File: src/design/bsx_cfg.svh
// What this block does
// - Opcode 0x4F takes six cycles and clears flag bit 0, the bank select, choosing bank 0.
// - Opcode 0x5F takes six cycles and sets flag bit 0, the bank select, to one.
// - Set 1 register accesses go to bank 1 while bank select is one and bank 1 exists, else bank 0.
// - Both bank select instructions leave carry, zero, sign, overflow, decimal and half flags alone.
// - Subtract with borrow writes destination minus source minus carry back to the destination only.
// - The subtraction adds the two's complement of the source, with carry acting as a borrow.
// - Carry is set after subtract with borrow when a borrow occurred, else cleared.
// - Zero is set when the 8-bit result is zero, else cleared.
// - Sign is set when result bit 7 is one, else cleared.
// - Overflow is set when operand signs differ and the result sign equals the source sign.
// - Decimal adjust is forced to one after subtract with borrow.
// - Half carry is cleared on a carry out of bit 3 and set otherwise, marking a nibble borrow.
`ifndef BSX_CFG_SVH
`define BSX_CFG_SVH

// ----------------------------------------------------------------
// Opcodes and timing
// ----------------------------------------------------------------
`define BSX_OPC_SEL_BANK0 8'h4F
`define BSX_OPC_SEL_BANK1 8'h5F
`define BSX_BANK_CYCLES 4'h6
`define BSX_SBC_CYCLES 4'h6
`define BSX_BANK1_PRESENT 1'b1

// ----------------------------------------------------------------
// Flag register bit positions
// ----------------------------------------------------------------
`define BSX_FLG_C 7
`define BSX_FLG_Z 6
`define BSX_FLG_S 5
`define BSX_FLG_V 4
`define BSX_FLG_D 3
`define BSX_FLG_H 2
`define BSX_FLG_BANK 0
`define BSX_FLG_RESET 8'h00
`define BSX_FLG_WMASK 8'hFD

// ----------------------------------------------------------------
// Register offsets
// ----------------------------------------------------------------
`define BSX_REG_FLAGS 4'h0
`define BSX_REG_STATUS 4'h1
`define BSX_REG_RESULT 4'h2

`endif

File: src/design/bsx_pkg.sv
package bsx_pkg;
	// Execution states of the core slice
	typedef enum logic [1:0] {
		st_idle,
		st_busy
	} bsx_state_t;

	// Instruction being executed
	typedef enum logic [1:0] {
		op_none,
		op_sel_bank0,
		op_sel_bank1,
		op_sub_borrow
	} bsx_op_t;
endpackage : bsx_pkg

File: src/design/bsx_alu_if.sv
`timescale 1ns/1ps
`default_nettype none
// Operands in, result and flags out of the subtract datapath
interface bsx_alu_if;
	logic [7:0] dst;
	logic [7:0] src;
	logic cin;
	logic [7:0] res;
	logic c;
	logic z;
	logic s;
	logic v;
	logic h;
	modport alu (input dst, input src, input cin, output res, output c, output z,
		output s, output v, output h);
	modport core (output dst, output src, output cin, input res, input c, input z,
		input s, input v, input h);
endinterface : bsx_alu_if
`default_nettype wire

File: src/design/bsx_sbc_alu.sv
`timescale 1ns/1ps
`default_nettype none
// Combinational subtract-with-borrow datapath
module bsx_sbc_alu (
	// Operands and results
	bsx_alu_if.alu io
);
	logic [8:0] sum;
	logic [4:0] nib;

	// Add inverted source plus inverted borrow: two's complement subtraction
	always_comb
	begin
		sum = {1'b0, io.dst} + {1'b0, ~io.src} + {8'h00, ~io.cin};
		nib = {1'b0, io.dst[3:0]} + {1'b0, ~io.src[3:0]} + {4'h0, ~io.cin};
	end

	assign io.res = sum[7:0];
	assign io.c = ~sum[8]; // No carry out means a borrow
	assign io.z = (sum[7:0] == 8'h00);
	assign io.s = sum[7];
	assign io.v = (io.dst[7] != io.src[7]) && (sum[7] == io.src[7]);
	assign io.h = ~nib[4]; // Carry out of bit 3 clears it
endmodule : bsx_sbc_alu
`default_nettype wire

File: src/design/bsx_core.sv
`timescale 1ns/1ps
`default_nettype none
`include "bsx_cfg.svh"
// Bank select and subtract-with-borrow execution slice
module bsx_core (
	// Clock and reset
	input wire logic mclk,
	input wire logic arst_n,
	// Register port
	input wire logic [3:0] reg_addr,
	input wire logic [7:0] reg_wdata,
	input wire logic reg_wr,
	input wire logic reg_rd,
	output logic [7:0] reg_rdata_ff,
	// Instruction issue
	input wire logic ins_valid,
	input wire logic [7:0] ins_opcode,
	input wire logic ins_sbc,
	input wire logic [7:0] ins_dst,
	input wire logic [7:0] ins_src,
	// Execution results
	output logic busy_ff,
	output logic done_ff,
	output logic dst_we_ff,
	output logic [7:0] dst_wdata_ff,
	output logic [7:0] flags_ff,
	output logic set1_bank_ff
);
	// ----------------------------------------------------------------
	// Declarations
	// ----------------------------------------------------------------
	bsx_pkg::bsx_state_t state_ff;
	bsx_pkg::bsx_op_t op_ff;
	bsx_pkg::bsx_op_t nxt_op;
	logic [3:0] cnt_ff;
	logic [7:0] dst_ff;
	logic [7:0] src_ff;
	logic accept;
	logic finish;
	logic [7:0] nxt_flags;
	bsx_alu_if alu_bus ();

	// ----------------------------------------------------------------
	// Decode and sequencing
	// ----------------------------------------------------------------
	// Unknown opcodes are dropped: nothing outside this slice is decoded here
	always_comb
	begin
		if (ins_sbc)
			nxt_op = bsx_pkg::op_sub_borrow;
		else if (ins_opcode == `BSX_OPC_SEL_BANK0)
			nxt_op = bsx_pkg::op_sel_bank0;
		else if (ins_opcode == `BSX_OPC_SEL_BANK1)
			nxt_op = bsx_pkg::op_sel_bank1;
		else
			nxt_op = bsx_pkg::op_none;
	end

	assign accept = ins_valid && (state_ff == bsx_pkg::st_idle) && (nxt_op != bsx_pkg::op_none);
	assign finish = (state_ff == bsx_pkg::st_busy) && (cnt_ff == 4'h1);

	// State and cycle counter; the accept cycle counts as the first of six
	always_ff @(posedge mclk or negedge arst_n)
	begin
		if (!arst_n)
		begin
			state_ff <= bsx_pkg::st_idle;
			cnt_ff <= 4'h0;
			op_ff <= bsx_pkg::op_none;
		end
		else
		begin
			case (state_ff)
				bsx_pkg::st_idle:
				begin
					if (accept)
					begin
						state_ff <= bsx_pkg::st_busy;
						op_ff <= nxt_op;
						if (nxt_op == bsx_pkg::op_sub_borrow)
							cnt_ff <= `BSX_SBC_CYCLES - 4'h1;
						else
							cnt_ff <= `BSX_BANK_CYCLES - 4'h1;
					end
				end
				bsx_pkg::st_busy:
				begin
					if (finish)
						state_ff <= bsx_pkg::st_idle;
					else
						cnt_ff <= cnt_ff - 4'h1;
				end
				default:
					state_ff <= bsx_pkg::st_idle;
			endcase
		end
	end

	// Operand capture so the datapath sees stable inputs for the whole instruction
	always_ff @(posedge mclk or negedge arst_n)
	begin
		if (!arst_n)
		begin
			dst_ff <= 8'h00;
			src_ff <= 8'h00;
		end
		else if (accept)
		begin
			dst_ff <= ins_dst;
			src_ff <= ins_src;
		end
	end

	// ----------------------------------------------------------------
	// Datapath
	// ----------------------------------------------------------------
	assign alu_bus.dst = dst_ff;
	assign alu_bus.src = src_ff;
	assign alu_bus.cin = flags_ff[`BSX_FLG_C]; // Carry in taken at completion time

	bsx_sbc_alu bsx_sbc_alu_inst (
		.io(alu_bus.alu)
	);

	// ----------------------------------------------------------------
	// Flags
	// ----------------------------------------------------------------
	// Completion wins over a software write in the same cycle so no result is lost
	always_comb
	begin
		nxt_flags = flags_ff;
		if (finish)
		begin
			case (op_ff)
				bsx_pkg::op_sel_bank0:
					nxt_flags[`BSX_FLG_BANK] = 1'b0; // Only bank bit moves
				bsx_pkg::op_sel_bank1:
					nxt_flags[`BSX_FLG_BANK] = 1'b1;
				bsx_pkg::op_sub_borrow:
				begin
					nxt_flags[`BSX_FLG_C] = alu_bus.c;
					nxt_flags[`BSX_FLG_Z] = alu_bus.z;
					nxt_flags[`BSX_FLG_S] = alu_bus.s;
					nxt_flags[`BSX_FLG_V] = alu_bus.v;
					nxt_flags[`BSX_FLG_D] = 1'b1;
					nxt_flags[`BSX_FLG_H] = alu_bus.h;
				end
				default:
					nxt_flags = flags_ff;
			endcase
		end
		else if (reg_wr && (reg_addr == `BSX_REG_FLAGS))
			nxt_flags = reg_wdata & `BSX_FLG_WMASK;
	end

	always_ff @(posedge mclk or negedge arst_n)
	begin
		if (!arst_n)
			flags_ff <= `BSX_FLG_RESET;
		else
			flags_ff <= nxt_flags;
	end

	// Set 1 bank steering moves on the same edge as the flag, so no access sees a stale bank
	// Tied low where bank 1 is absent, since the flag alone must not steer to a missing bank
	always_ff @(posedge mclk or negedge arst_n)
	begin
		if (!arst_n)
			set1_bank_ff <= 1'b0;
		else
			set1_bank_ff <= nxt_flags[`BSX_FLG_BANK] & `BSX_BANK1_PRESENT;
	end

	// ----------------------------------------------------------------
	// Results
	// ----------------------------------------------------------------
	// Destination write-back only; the source has no write path at all
	always_ff @(posedge mclk or negedge arst_n)
	begin
		if (!arst_n)
		begin
			done_ff <= 1'b0;
			dst_we_ff <= 1'b0;
			dst_wdata_ff <= 8'h00;
		end
		else
		begin
			done_ff <= finish;
			dst_we_ff <= finish && (op_ff == bsx_pkg::op_sub_borrow);
			if (finish && (op_ff == bsx_pkg::op_sub_borrow))
				dst_wdata_ff <= alu_bus.res;
		end
	end

	always_ff @(posedge mclk or negedge arst_n)
	begin
		if (!arst_n)
			busy_ff <= 1'b0;
		else
			busy_ff <= accept || ((state_ff == bsx_pkg::st_busy) && !finish);
	end

	// ----------------------------------------------------------------
	// Register read port
	// ----------------------------------------------------------------
	// Data stands only in the cycle after the strobe; unmapped reads give zero
	always_ff @(posedge mclk or negedge arst_n)
	begin
		if (!arst_n)
			reg_rdata_ff <= 8'h00;
		else if (reg_rd)
		begin
			case (reg_addr)
				`BSX_REG_FLAGS: reg_rdata_ff <= flags_ff;
				`BSX_REG_STATUS: reg_rdata_ff <= {6'h00, set1_bank_ff, busy_ff};
				`BSX_REG_RESULT: reg_rdata_ff <= dst_wdata_ff;
				default: reg_rdata_ff <= 8'h00;
			endcase
		end
		else
			reg_rdata_ff <= 8'h00;
	end

	logic issue_b0;
	logic issue_b1;
	logic issue_sbc;
	assign issue_b0 = accept && (nxt_op == bsx_pkg::op_sel_bank0);
	assign issue_b1 = accept && (nxt_op == bsx_pkg::op_sel_bank1);
	assign issue_sbc = accept && (nxt_op == bsx_pkg::op_sub_borrow);
endmodule : bsx_core
`default_nettype wire

File: config.mk
export PLATFORM = sky130hd
export DESIGN_NAME = bsx_core
export DESIGN_NICKNAME = d
export VERILOG_FILES = /design/src/design/bsx_pkg.sv /design/src/design/bsx_alu_if.sv /design/src/design/bsx_sbc_alu.sv /design/src/design/bsx_core.sv
export VERILOG_INCLUDE_DIRS = /design/src /design/src/design
export SDC_FILE = /design/constraint.sdc
export NUM_CORES = 1
export LEC_CHECK = 0
export BUFFER_PORTS_ARGS = -buffer_cell sky130_fd_sc_hd__buf_2
export CORE_MARGIN = 5
export CORE_UTILIZATION = 45
export CTS_CLUSTER_DIAMETER = 30
export DETAILED_ROUTE_END_ITERATION = 10
export GPL_ROUTABILITY_DRIVEN = 0
export PLACE_DENSITY = 0.73
export SYNTH_ARGS = -nofsm -noshare
export SYNTH_HDL_FRONTEND = slang
export SYNTH_SLANG_ARGS = --single-unit
export TNS_END_PERCENT = 1
File: constraint.sdc
create_clock -name mclk -period 2.4 [get_ports mclk]
set_input_delay 0 -clock mclk [delete_from_list [all_inputs] [get_ports mclk]]
set_output_delay 0 -clock mclk [all_outputs]
set_load 0.02 [all_outputs]
Yosys cells after proc, flatten, opt, wreduce, memory -nomap -nowiden:

Index checks and enable logic that the tools add are counted.

* output and inout bits: 28
* flip-flop bits (word level): 50
* bits of input ports: 42

* muxes and demuxes: 15
* add/subtract/negate cells: 5
* bitwise logic cells: 5
* eq/ne operators: 16
* reductions and logical operators: 20

Operators by type and width (number)
* 8-bit 2-to-1 mux: 3
* 8-bit one-hot mux with 3 select lines: 1
* 8-bit by 7-bit equality test with 1-bit output (second input constant): 2
* 2-bit 2-to-1 mux: 5
* 8-bit by 8-bit adder with 9-bit output: 1
* 9-bit by 1-bit adder with 9-bit output: 1
* 4-bit by 1-bit equality test with 1-bit output (second input constant): 2
* 8-bit zero test: 1
* 4-bit 2-to-1 mux: 2
* 8-bit inverter: 1
* 4-bit one-hot mux with 2 select lines: 1
* 2-bit AND reduction: 4
* 1-bit logical AND: 7
* 6-bit 2-to-1 mux: 1
* 2-bit != test (second input constant): 3
* 2-bit nonzero test: 3
* 4-bit by 4-bit adder with 5-bit output: 1
* 5-bit by 1-bit adder with 5-bit output: 1
* 2-bit by 1-bit equality test with 1-bit output (second input constant): 2
* 2-bit equality test (second input constant): 2
* 4-bit by 2-bit equality test with 1-bit output (second input constant): 1
* 4-bit zero test: 1
* 4-bit inverter: 1
* 2-bit one-hot mux with 2 select lines: 1
* other kinds (11): 13

Depth between registers and ports, before layout:

Gate-level depths: netlist of run 1.

* depth after elaboration: 8
* mapped depth: 11
* gate-level depth less buffers: 10

Hierarchy:

From an unflattened synthesis of run 1, not the netlist that was laid out.

* cell total of the unflattened synthesis: 226
* area, all modules: 2544.9 um^2

Modules (own cells, without submodules)
* bsx_core: cells each 171, area an instance 2124.5 um^2, seq. area each 1226.2 um^2, times used 1
* bsx_sbc_alu: cells each 55, area an instance 420.4 um^2, seq. area each 0.0 um^2, times used 1

Worst setup path after synthesis of run 1:

OpenSTA, ideal clock, no wires.

* path kind: register to register
* start point: reg dst_ff[0] (netlist: alu_bus.dst[0])
* end point: reg flags_ff[6]
* data arrival time: 2.334 ns
* cell stages (with the launch flop): 10
* data required time: 2.308 ns
* buffers on the path: 0
* setup slack: -0.026 ns
* cell sequence: dfrtp_1 > inv_1 > fa_1 > fa_1 > nand2b_1 > nand2_1 > a21oi_2 > xnor2_1 > or4b_1 > o31ai_2

* longest elaborated chain between the ends: 5

Ends and longest elaborated chain
* start, declared: RTL line bsx_core.sv:36 `logic [7:0] dst_ff;`
* start signal, assigned: RTL line bsx_core.sv:109 `dst_ff <= ins_dst;`
* 8-bit by 8-bit adder with 9-bit output: RTL line bsx_sbc_alu.sv:14 `sum = {1'b0, io.dst} + {1'b0, ~io.src} + {8'h00, ~io.cin};`
* 9-bit by 1-bit adder with 9-bit output: RTL line bsx_sbc_alu.sv:14
* 8-bit zero test: RTL line bsx_sbc_alu.sv:20 `assign io.z = (sum[7:0] == 8'h00);`
* 6-bit 2-to-1 mux: RTL line bsx_core.sv:134 `case (op_ff)`
* 8-bit 2-to-1 mux: RTL line bsx_core.sv:132 `if (finish)`
* end signal, assigned: RTL line bsx_core.sv:159 `` flags_ff <= `BSX_FLG_RESET; ``
* end signal, assigned: RTL line bsx_core.sv:161 `flags_ff <= nxt_flags;`
* end, declared: RTL line bsx_core.sv:26 `output logic [7:0] flags_ff,`

Every way passes these cells. The select of a mux whose other input is x is not followed.
A chain may end at the register's enable or synchronous reset.

Worst setup path in the final report of run 1:

Same ends and word-level chain as after synthesis.

==> results of run 1 <==
-- cell type report --
cell class,count,area (sq um)
well taps,72,90.09
fillers,467,2115
repair buffers,102,655.6
multi-input cells,166,1160
clock buffers,5,68.82
flip-flops and latches,49,1226
inverters,18,72.57
clock inverters,3,17.52
-- per-layer routing --
metal	up-vias	part of all wire, %	GRT usage (%)	wire length [um]
met4	0	1.0	3.947	55
met2	58	46	25.96	2464
li1	1025	-	-	-
met5	-	0	0	0
met1	941	46	19.36	2467
met3	7	6.7	4.442	357
-- worst max-delay path, delay by kind of cell (launching register included) --
kind	cells	cell delay, ns
buf+inv	1	0.05
simple gates	3	0.75
flops	1	0.34
fa+ha+maj	2	0.77
xor+xnor	1	0.16
compound gates	2	0.23
-- path summary, 6_finish.rpt --
kind,to,slack (ns),cells after the start
min in group asynchronous,reg_rdata_ff[1]$_DFF_PN0_,0.42,2
worst max-delay path,flags_ff[6]$_DFFE_PN0P_,0.02,9
max in group asynchronous,dst_wdata_ff[6]$_DFFE_PN0P_,1.32,2
worst min register to register,dst_wdata_ff[0]$_DFFE_PN0P_,0.52,2
worst min-delay path,op_ff[0]$_DFFE_PN0P_,0.0002,3
worst max register to register,flags_ff[6]$_DFFE_PN0P_,0.02,9
-- cell families after synthesis --
| logic type | count (synthesis) | synth area share, % |
|---|---|---|
| and+or+nand+nor | 85 | 17.96 |
| buffers and inverters | 27 | 4.883 |
| adders and majority gates | 12 | 6.613 |
| other | 1 | 0.1524 |
| DFF | 49 | 49.85 |
| xor gates and xnor gates | 6 | 2.136 |
| AOI/OAI and AO/OA | 47 | 11.95 |
| muxes | 15 | 6.460 |
-- registers in the layout, indices dropped and copies added (netlist names) --
| signal | flops |
|---|---|
| busy_ff | 1 |
| dst_we_ff | 1 |
| flags_ff | 7 |
| op_ff | 2 |
| reg_rdata_ff | 8 |
| alu_bus.src | 8 |
| alu_bus.dst | 8 |
| cnt_ff | 4 |
| state_ff | 1 |
| done_ff | 1 |
| dst_wdata_ff | 8 |
-- power breakdown --
part           internal [uW]  total (uW)  switching (uW)  leakage (uW)
sequential              1140        1360             216      0.000604
combinational           1180        2560            1370      0.000984
clock                    201         467             265     0.0000439
-- synthesized netlist by cell type, types with 2 or more instances --
library cell and n:
o21ai_0 20, a21o_1 3, a31oi_1 3, nand3_1 2
fa_1 2, nand2_1 32, a21oi_1 6, dfrtp_1 49
mux2_2 6, buf_2 2, xnor2_1 5, and4_1 2
ha_1 9, nor2_1 24, a41oi_1 2, inv_1 15
nor2b_1 2, inv_2 2, clkbuf_1 3, nand3b_1 3
nor3b_1 2, nand2b_1 5, mux2i_1 8, and3_1 4
buf_4 3
-- what timing repair did --
| item | 4_1_cts | 5_1_grt |
|---|---|---|
| hold buffers | 23 | 0 |
| setup buffers | 1 | 4 |
| gates resized for setup | 2 | 7 |
| endpoints found under the hold margin | 73 | 0 |
| pin swaps | 2 | 7 |
| setup endpoints to repair | 1 | 1 |
-- through the flow --
step / power (uW) / hold slack, ns
2_1_floorplan: 2931 / -0.2956
3_3_place_gp: 3502 / 0.2052
3_5_place_dp: 3570 / 0.2104
4_1_cts: 4120 / 0.004089
5_1_grt: 4751 / 0.02746
6_report: 4382 / 0.0002341
==> metrics.csv, run 1 <==
stage,metric,value,unit
clock_tree,htree_levels,2,
drt,routedWlPerCell,12.88,um
sta,slew_headroom,29.20,%
floorplan,initial_core_util,45.51,%
placement,hpwl,3.951,mm
finish,layout-drive-gt1-share,31.78,%
drt,vias,2031,
finish,stdcell_count,415,
clock_tree,root_buffer,clkbuf_8,
sta,rsz0062_at_grt,yes,
worst_setup_path,cp.arrival,2.60,ns
worst_hold_path,min_path_type,input port to flop,
yosys,synth_top_area_share,49.85,%
global_routing,grt_pass1_wl,9.025,mm
placement,dpl_cell_area,0.002893,sq mm
finish,final_nets,395,
yosys,synth_area,0.002460,sq mm
yosys,yosysSeqAreaShare,49.85,%
yosys,synth.avg_cell_area,10.16,sq um
yosys,yosysUniqueCellTypes,53,
floorplan,rows,27,
global_routing,antenna_found_initial,0,
finish,final_cell_mix,"buf_2, dfrtp_1, nand2_1",
placement,io_buffers,67,
sta,tightest_slew,1.062,ns
yosys,synth_largest_area_cell,dfrtp_1,
worst_setup_path,crit_slowest_cell,or4b_4,
clock_tree,cts_buffers,5,
clock_tree,clock_sinks,49,
floorplan,coreArea,0.005405,sq mm
clock_tree,tritoncts,yes,
worst_setup_path,cp_max_fo,2,
placement,post-place-cells,379,
sta,setup_slack,0.01975,ns
power_and_ir_drop,irDropWorstVdd,488.6,uV
finish,area_growth,33.77,%
sta,hold_viol,0,
finish,fin_area,0.003291,sq mm
sta,setup_tns,0,ns
power_and_ir_drop,p_leak,0.001632,uW
floorplan,num_io_pins,70,
finish,antenna_cells,0,
sta,fmaxAchievable,0.4201,GHz
worst_setup_path,cpMostUsedCell,fa_2,
worst_setup_path,cp_cell_sequence,"inv_2, fa_2, fa_2, nand2b_4, nand2_4, a21oi_4, xnor2_2, or4b_4, o31ai_2",
drt,firstDrtPassIters,4,
yosys,async_flop_share,100.0,%
power_and_ir_drop,p_per_area,1332,mW/mm^2
finish,final_common_cell,buf_2,
yosys,synthCells,242,
floorplan,die_w,83.94,um
worst_setup_path,path_class,flop to flop,
worst_setup_path,slowest_delay,0.52,ns
worst_setup_path,worstSetupStartpointType,flop,
drt,drc_errors,0,
outcome,status,finished clean,
floorplan,dieArea,0.007045,sq mm
clock_tree,path_clk_slew,0.09,ns
placement,pre_cts_ws,-0.08377,ns
sta,finalCritPeriodShare,99.18,%
global_routing,overflow,0,
worst_setup_path,startpoint,alu_bus.dst[0]$_DFFE_PN0P_,
worst_hold_path,hp-start,ins_sbc,
job,cap_violations,0,
yosys,syn_nets,295,
yosys,ys_ff_latch,49,
worst_setup_path,timing.rr.start,alu_bus.dst[0]$_DFFE_PN0P_,
global_routing,grt_max_degree,50,
sta,fin_skew,0.006520,ns
global_routing,track_usage,15.39,%
yosys,synth_edf_count,0,
yosys,synthTopCellsByArea,"dfrtp_1, nand2_1, ha_1, o21ai_0, nor2_1",
clock_tree,clk_latency,0.30,ns
sta,finalSetupViolations,0,
drt,wl,5.345,mm
yosys,yosysWarnings,0,
worst_setup_path,required,2.62,ns
floorplan,chipHeight,83.94,um
drt,via_per_inst,4.894,
global_routing,first_global_vias,2011,
finish,final_util,60.88,%
yosys,synthFlopType,dfrtp_1,
drt,drt_iter0_markers,85,
clock_tree,clockBufferDepth,2,
drt,drtAntennaViolNets,0,
sta,maxSlewViolCount,0,
sta,period_minus_slack,2.380,ns
worst_setup_path,end_kind,flop,
Note: power is estimated with default switching activity, not from simulation.
==> inputs of run 2 (changes only) <==
--- a/config.mk
+++ b/config.mk
@@ -12,7 +12,8 @@
 export CTS_CLUSTER_DIAMETER = 30
 export DETAILED_ROUTE_END_ITERATION = 10
 export GPL_ROUTABILITY_DRIVEN = 0
-export PLACE_DENSITY = 0.73
+export PLACE_DENSITY = 0.71
+export SLEW_MARGIN = 10
 export SYNTH_ARGS = -nofsm -noshare
 export SYNTH_HDL_FRONTEND = slang
 export SYNTH_SLANG_ARGS = --single-unit
==> constraint.sdc (replaced) <==
create_clock -name mclk -period 2.7 [get_ports mclk]
set_input_delay 0 -clock mclk [delete_from_list [all_inputs] [get_ports mclk]]
set_output_delay 0 -clock mclk [all_outputs]
set_load 0.02 [all_outputs]
==> metrics.csv, run 2 (synthesis results as in run 1) <==
stage,metric,value,unit,change
worst_setup_path,r2r_slack,0.19,ns,was 0.02 ns
drt,drt_iter0_markers,59,,was 85
finish,stdcell_count,407,,was 415
floorplan,initial_core_util,45.51,%,unchanged
clock_tree,cts_buffers,5,,unchanged
clock_tree,path_clk_slew,0.09,ns,about the same
drt,via_per_inst,4.934,,was 4.894
drt,firstDrtPassIters,4,,unchanged
global_routing,grt_max_degree,50,,unchanged
finish,antenna_cells,0,,unchanged
clock_tree,tritoncts,yes,,unchanged
worst_setup_path,timing.rr.start,flags_ff[7]$_DFFE_PN0P_,,was alu_bus.dst[0]$_DFFE_PN0P_
placement,io_buffers,67,,unchanged
power_and_ir_drop,p_leak,0.001590,uW,was 0.001632 uW
worst_setup_path,slowest_delay,0.53,ns,was 0.52 ns
sta,setup_slack,0.1885,ns,was 0.01975 ns
sta,slew_headroom,55.56,%,was 29.20%
placement,post-place-cells,375,,was 379
worst_setup_path,worstSetupStartpointType,flop,,unchanged
worst_hold_path,hp-start,reg_wdata[0],,was ins_sbc
global_routing,grt_pass1_wl,9.404,mm,was 9.025 mm
global_routing,overflow,0,,unchanged
sta,tightest_slew,0.6666,ns,was 1.062 ns
worst_hold_path,min_path_type,input port to flop,,unchanged
sta,hold_viol,0,,unchanged
power_and_ir_drop,p_per_area,1124,mW/mm^2,was 1332 mW/mm^2
sta,finalSetupViolations,0,,unchanged
finish,final_common_cell,buf_2,,unchanged
global_routing,first_global_vias,2049,,was 2011
clock_tree,clk_latency,0.30,ns,about the same
placement,dpl_cell_area,0.002860,sq mm,was 0.002893 sq mm
finish,area_growth,31.03,%,was 33.77%
worst_setup_path,required,2.91,ns,was 2.62 ns
sta,hold_slack,0.01012,ns,was 0.0002341 ns
floorplan,rows,27,,unchanged
sta,rsz0062_at_grt,no,,was yes
sta,finalCritPeriodShare,93.02,%,was 99.18%
worst_setup_path,cp_cell_sequence,"fa_2, fa_1, nand2b_1, nand2_1, a21oi_2, xnor2_1, or4b_1, o31ai_2",,"was inv_2, fa_2, fa_2, nand2b_4, nand2_4, a21oi_4, xnor2_2, or4b_4, o31ai_2"
clock_tree,root_buffer,clkbuf_8,,unchanged
drt,wl,5.364,mm,was 5.345 mm
drt,drtAntennaViolNets,0,,unchanged
worst_hold_path,worstHoldPathCells,3,,unchanged
sta,fmaxAchievable,0.3982,GHz,was 0.4201 GHz
outcome,status,finished clean,,unchanged
clock_tree,htree_levels,2,,unchanged
worst_hold_path,hold_end,flags_ff[0]$_DFFE_PN0P_,,was op_ff[0]$_DFFE_PN0P_
finish,layout-drive-gt1-share,27.76,%,was 31.78%
clock_tree,clockBufferDepth,2,,unchanged
drt,drc_errors,0,,unchanged
worst_setup_path,path_class,flop to flop,,unchanged
placement,pre_cts_ws,0.1197,ns,was -0.08377 ns
finish,final_cell_mix,"buf_2, dfrtp_1, nand2_1",,unchanged
worst_setup_path,cp_max_fo,4,,was 2
clock_tree,clock_sinks,49,,unchanged
floorplan,num_io_pins,70,,unchanged
sta,period_minus_slack,2.512,ns,was 2.380 ns
worst_setup_path,r2r-end,flags_ff[6]$_DFFE_PN0P_,,unchanged
worst_setup_path,cp.arrival,2.72,ns,was 2.60 ns
finish,fin_area,0.003223,sq mm,was 0.003291 sq mm
floorplan,coreArea,0.005405,sq mm,unchanged
finish,final_nets,387,,was 395
clock_tree,post-cts-setup-buffers,0,,was 1
worst_setup_path,end_kind,flop,,unchanged
power_and_ir_drop,irDropWorstVdd,390.3,uV,was 488.6 uV
drt,routedWlPerCell,13.18,um,was 12.88 um
floorplan,chipHeight,83.94,um,unchanged
worst_setup_path,reg2reg_depth,8,,was 9
sta,maxSlewViolCount,0,,unchanged
worst_setup_path,crit_slowest_cell,or4b_1,,was or4b_4
global_routing,track_usage,16.17,%,was 15.39%
placement,hpwl,4.005,mm,was 3.951 mm
floorplan,dieArea,0.007045,sq mm,unchanged
job,cap_violations,0,,unchanged
sta,fin_skew,0.003553,ns,was 0.006520 ns
drt,vias,2008,,was 2031
floorplan,die_w,83.94,um,unchanged
sta,setup_tns,0,ns,unchanged
global_routing,antenna_found_initial,0,,unchanged
run 2: cell types whose count changed in the layout (fill, tap and decap cells not counted), sizes merged:
cell         change
buf              -9
clkbuf           +2
clkinv           -2
bufinv           +1
clkinvlp         -1
dlygate4sd3      +1
run 2: report_power, final:
part	internal, uW	leakage [uW]	switching [uW]
combinational	790	0.000928	1080
clock	302	0.0000585	235
sequential	1020	0.000603	198
total	2110	0.00159	1510
run 2: how the worst max path moves through the flow:
stage / depth (start not counted) / end / start / slack (ns)
after detailed placement: 8 / flags_ff[6]$_DFFE_PN0P_ / flags_ff[7]$_DFFE_PN0P_ / 0.12
after floorplan: 9 / flags_ff[6]$_DFFE_PN0P_ / alu_bus.dst[0]$_DFFE_PN0P_ / 0.27
after global routing: 8 / flags_ff[6]$_DFFE_PN0P_ / flags_ff[7]$_DFFE_PN0P_ / 0.06
after global placement: 9 / flags_ff[6]$_DFFE_PN0P_ / alu_bus.dst[0]$_DFFE_PN0P_ / 0.21
after CTS: 8 / flags_ff[6]$_DFFE_PN0P_ / flags_ff[7]$_DFFE_PN0P_ / 0.10
final: 8 / flags_ff[6]$_DFFE_PN0P_ / flags_ff[7]$_DFFE_PN0P_ / 0.19
run 2: metrics by stage:
stage	power (uW)	util, %
6_report	3623	59.63
5_1_grt	3954	59.63
4_1_cts	3639	59.51
3_5_place_dp	3068	52.92
3_3_place_gp	3011	52.92
2_1_floorplan	2600	-
run 2: critical path: cells and delay by family, from the launching register on:
| kind | cells | cell delay, ns |
|---|---|---|
| AO/OA/AOI/OAI | 2 | 0.30 |
| XOR/XNOR | 1 | 0.14 |
| adder cells (fa/ha/maj) | 2 | 0.77 |
| flip-flops | 1 | 0.44 |
| AND/OR/NAND/NOR | 3 | 0.79 |
run 2: routing by layer:
layer	track usage, %	vias up	wire [um]
li1	-	1012	-
met1	18.84	925	2343
met2	28.20	62	2562
met3	5.133	9	379
met4	5.117	0	78
met5	0	-	0
run 2: repair_timing:
action,in CTS,in global routing
setup endpoints to repair,0,1
hold buffers,24,0
hold endpoints to repair,73,0
gates resized for setup,0,2
run 2: layout make-up:
| type | instances | area [sq um] |
|---|---|---|
| fillers | 465 | 2182 |
| flip-flops and latches | 49 | 1227 |
| multi-input cells | 166 | 1116 |
| repair buffers | 94 | 600.6 |
| well taps | 72 | 90.09 |
| clock buffers | 7 | 86.33 |
| inverters | 18 | 72.57 |
| clock inverters | 1 | 30.03 |
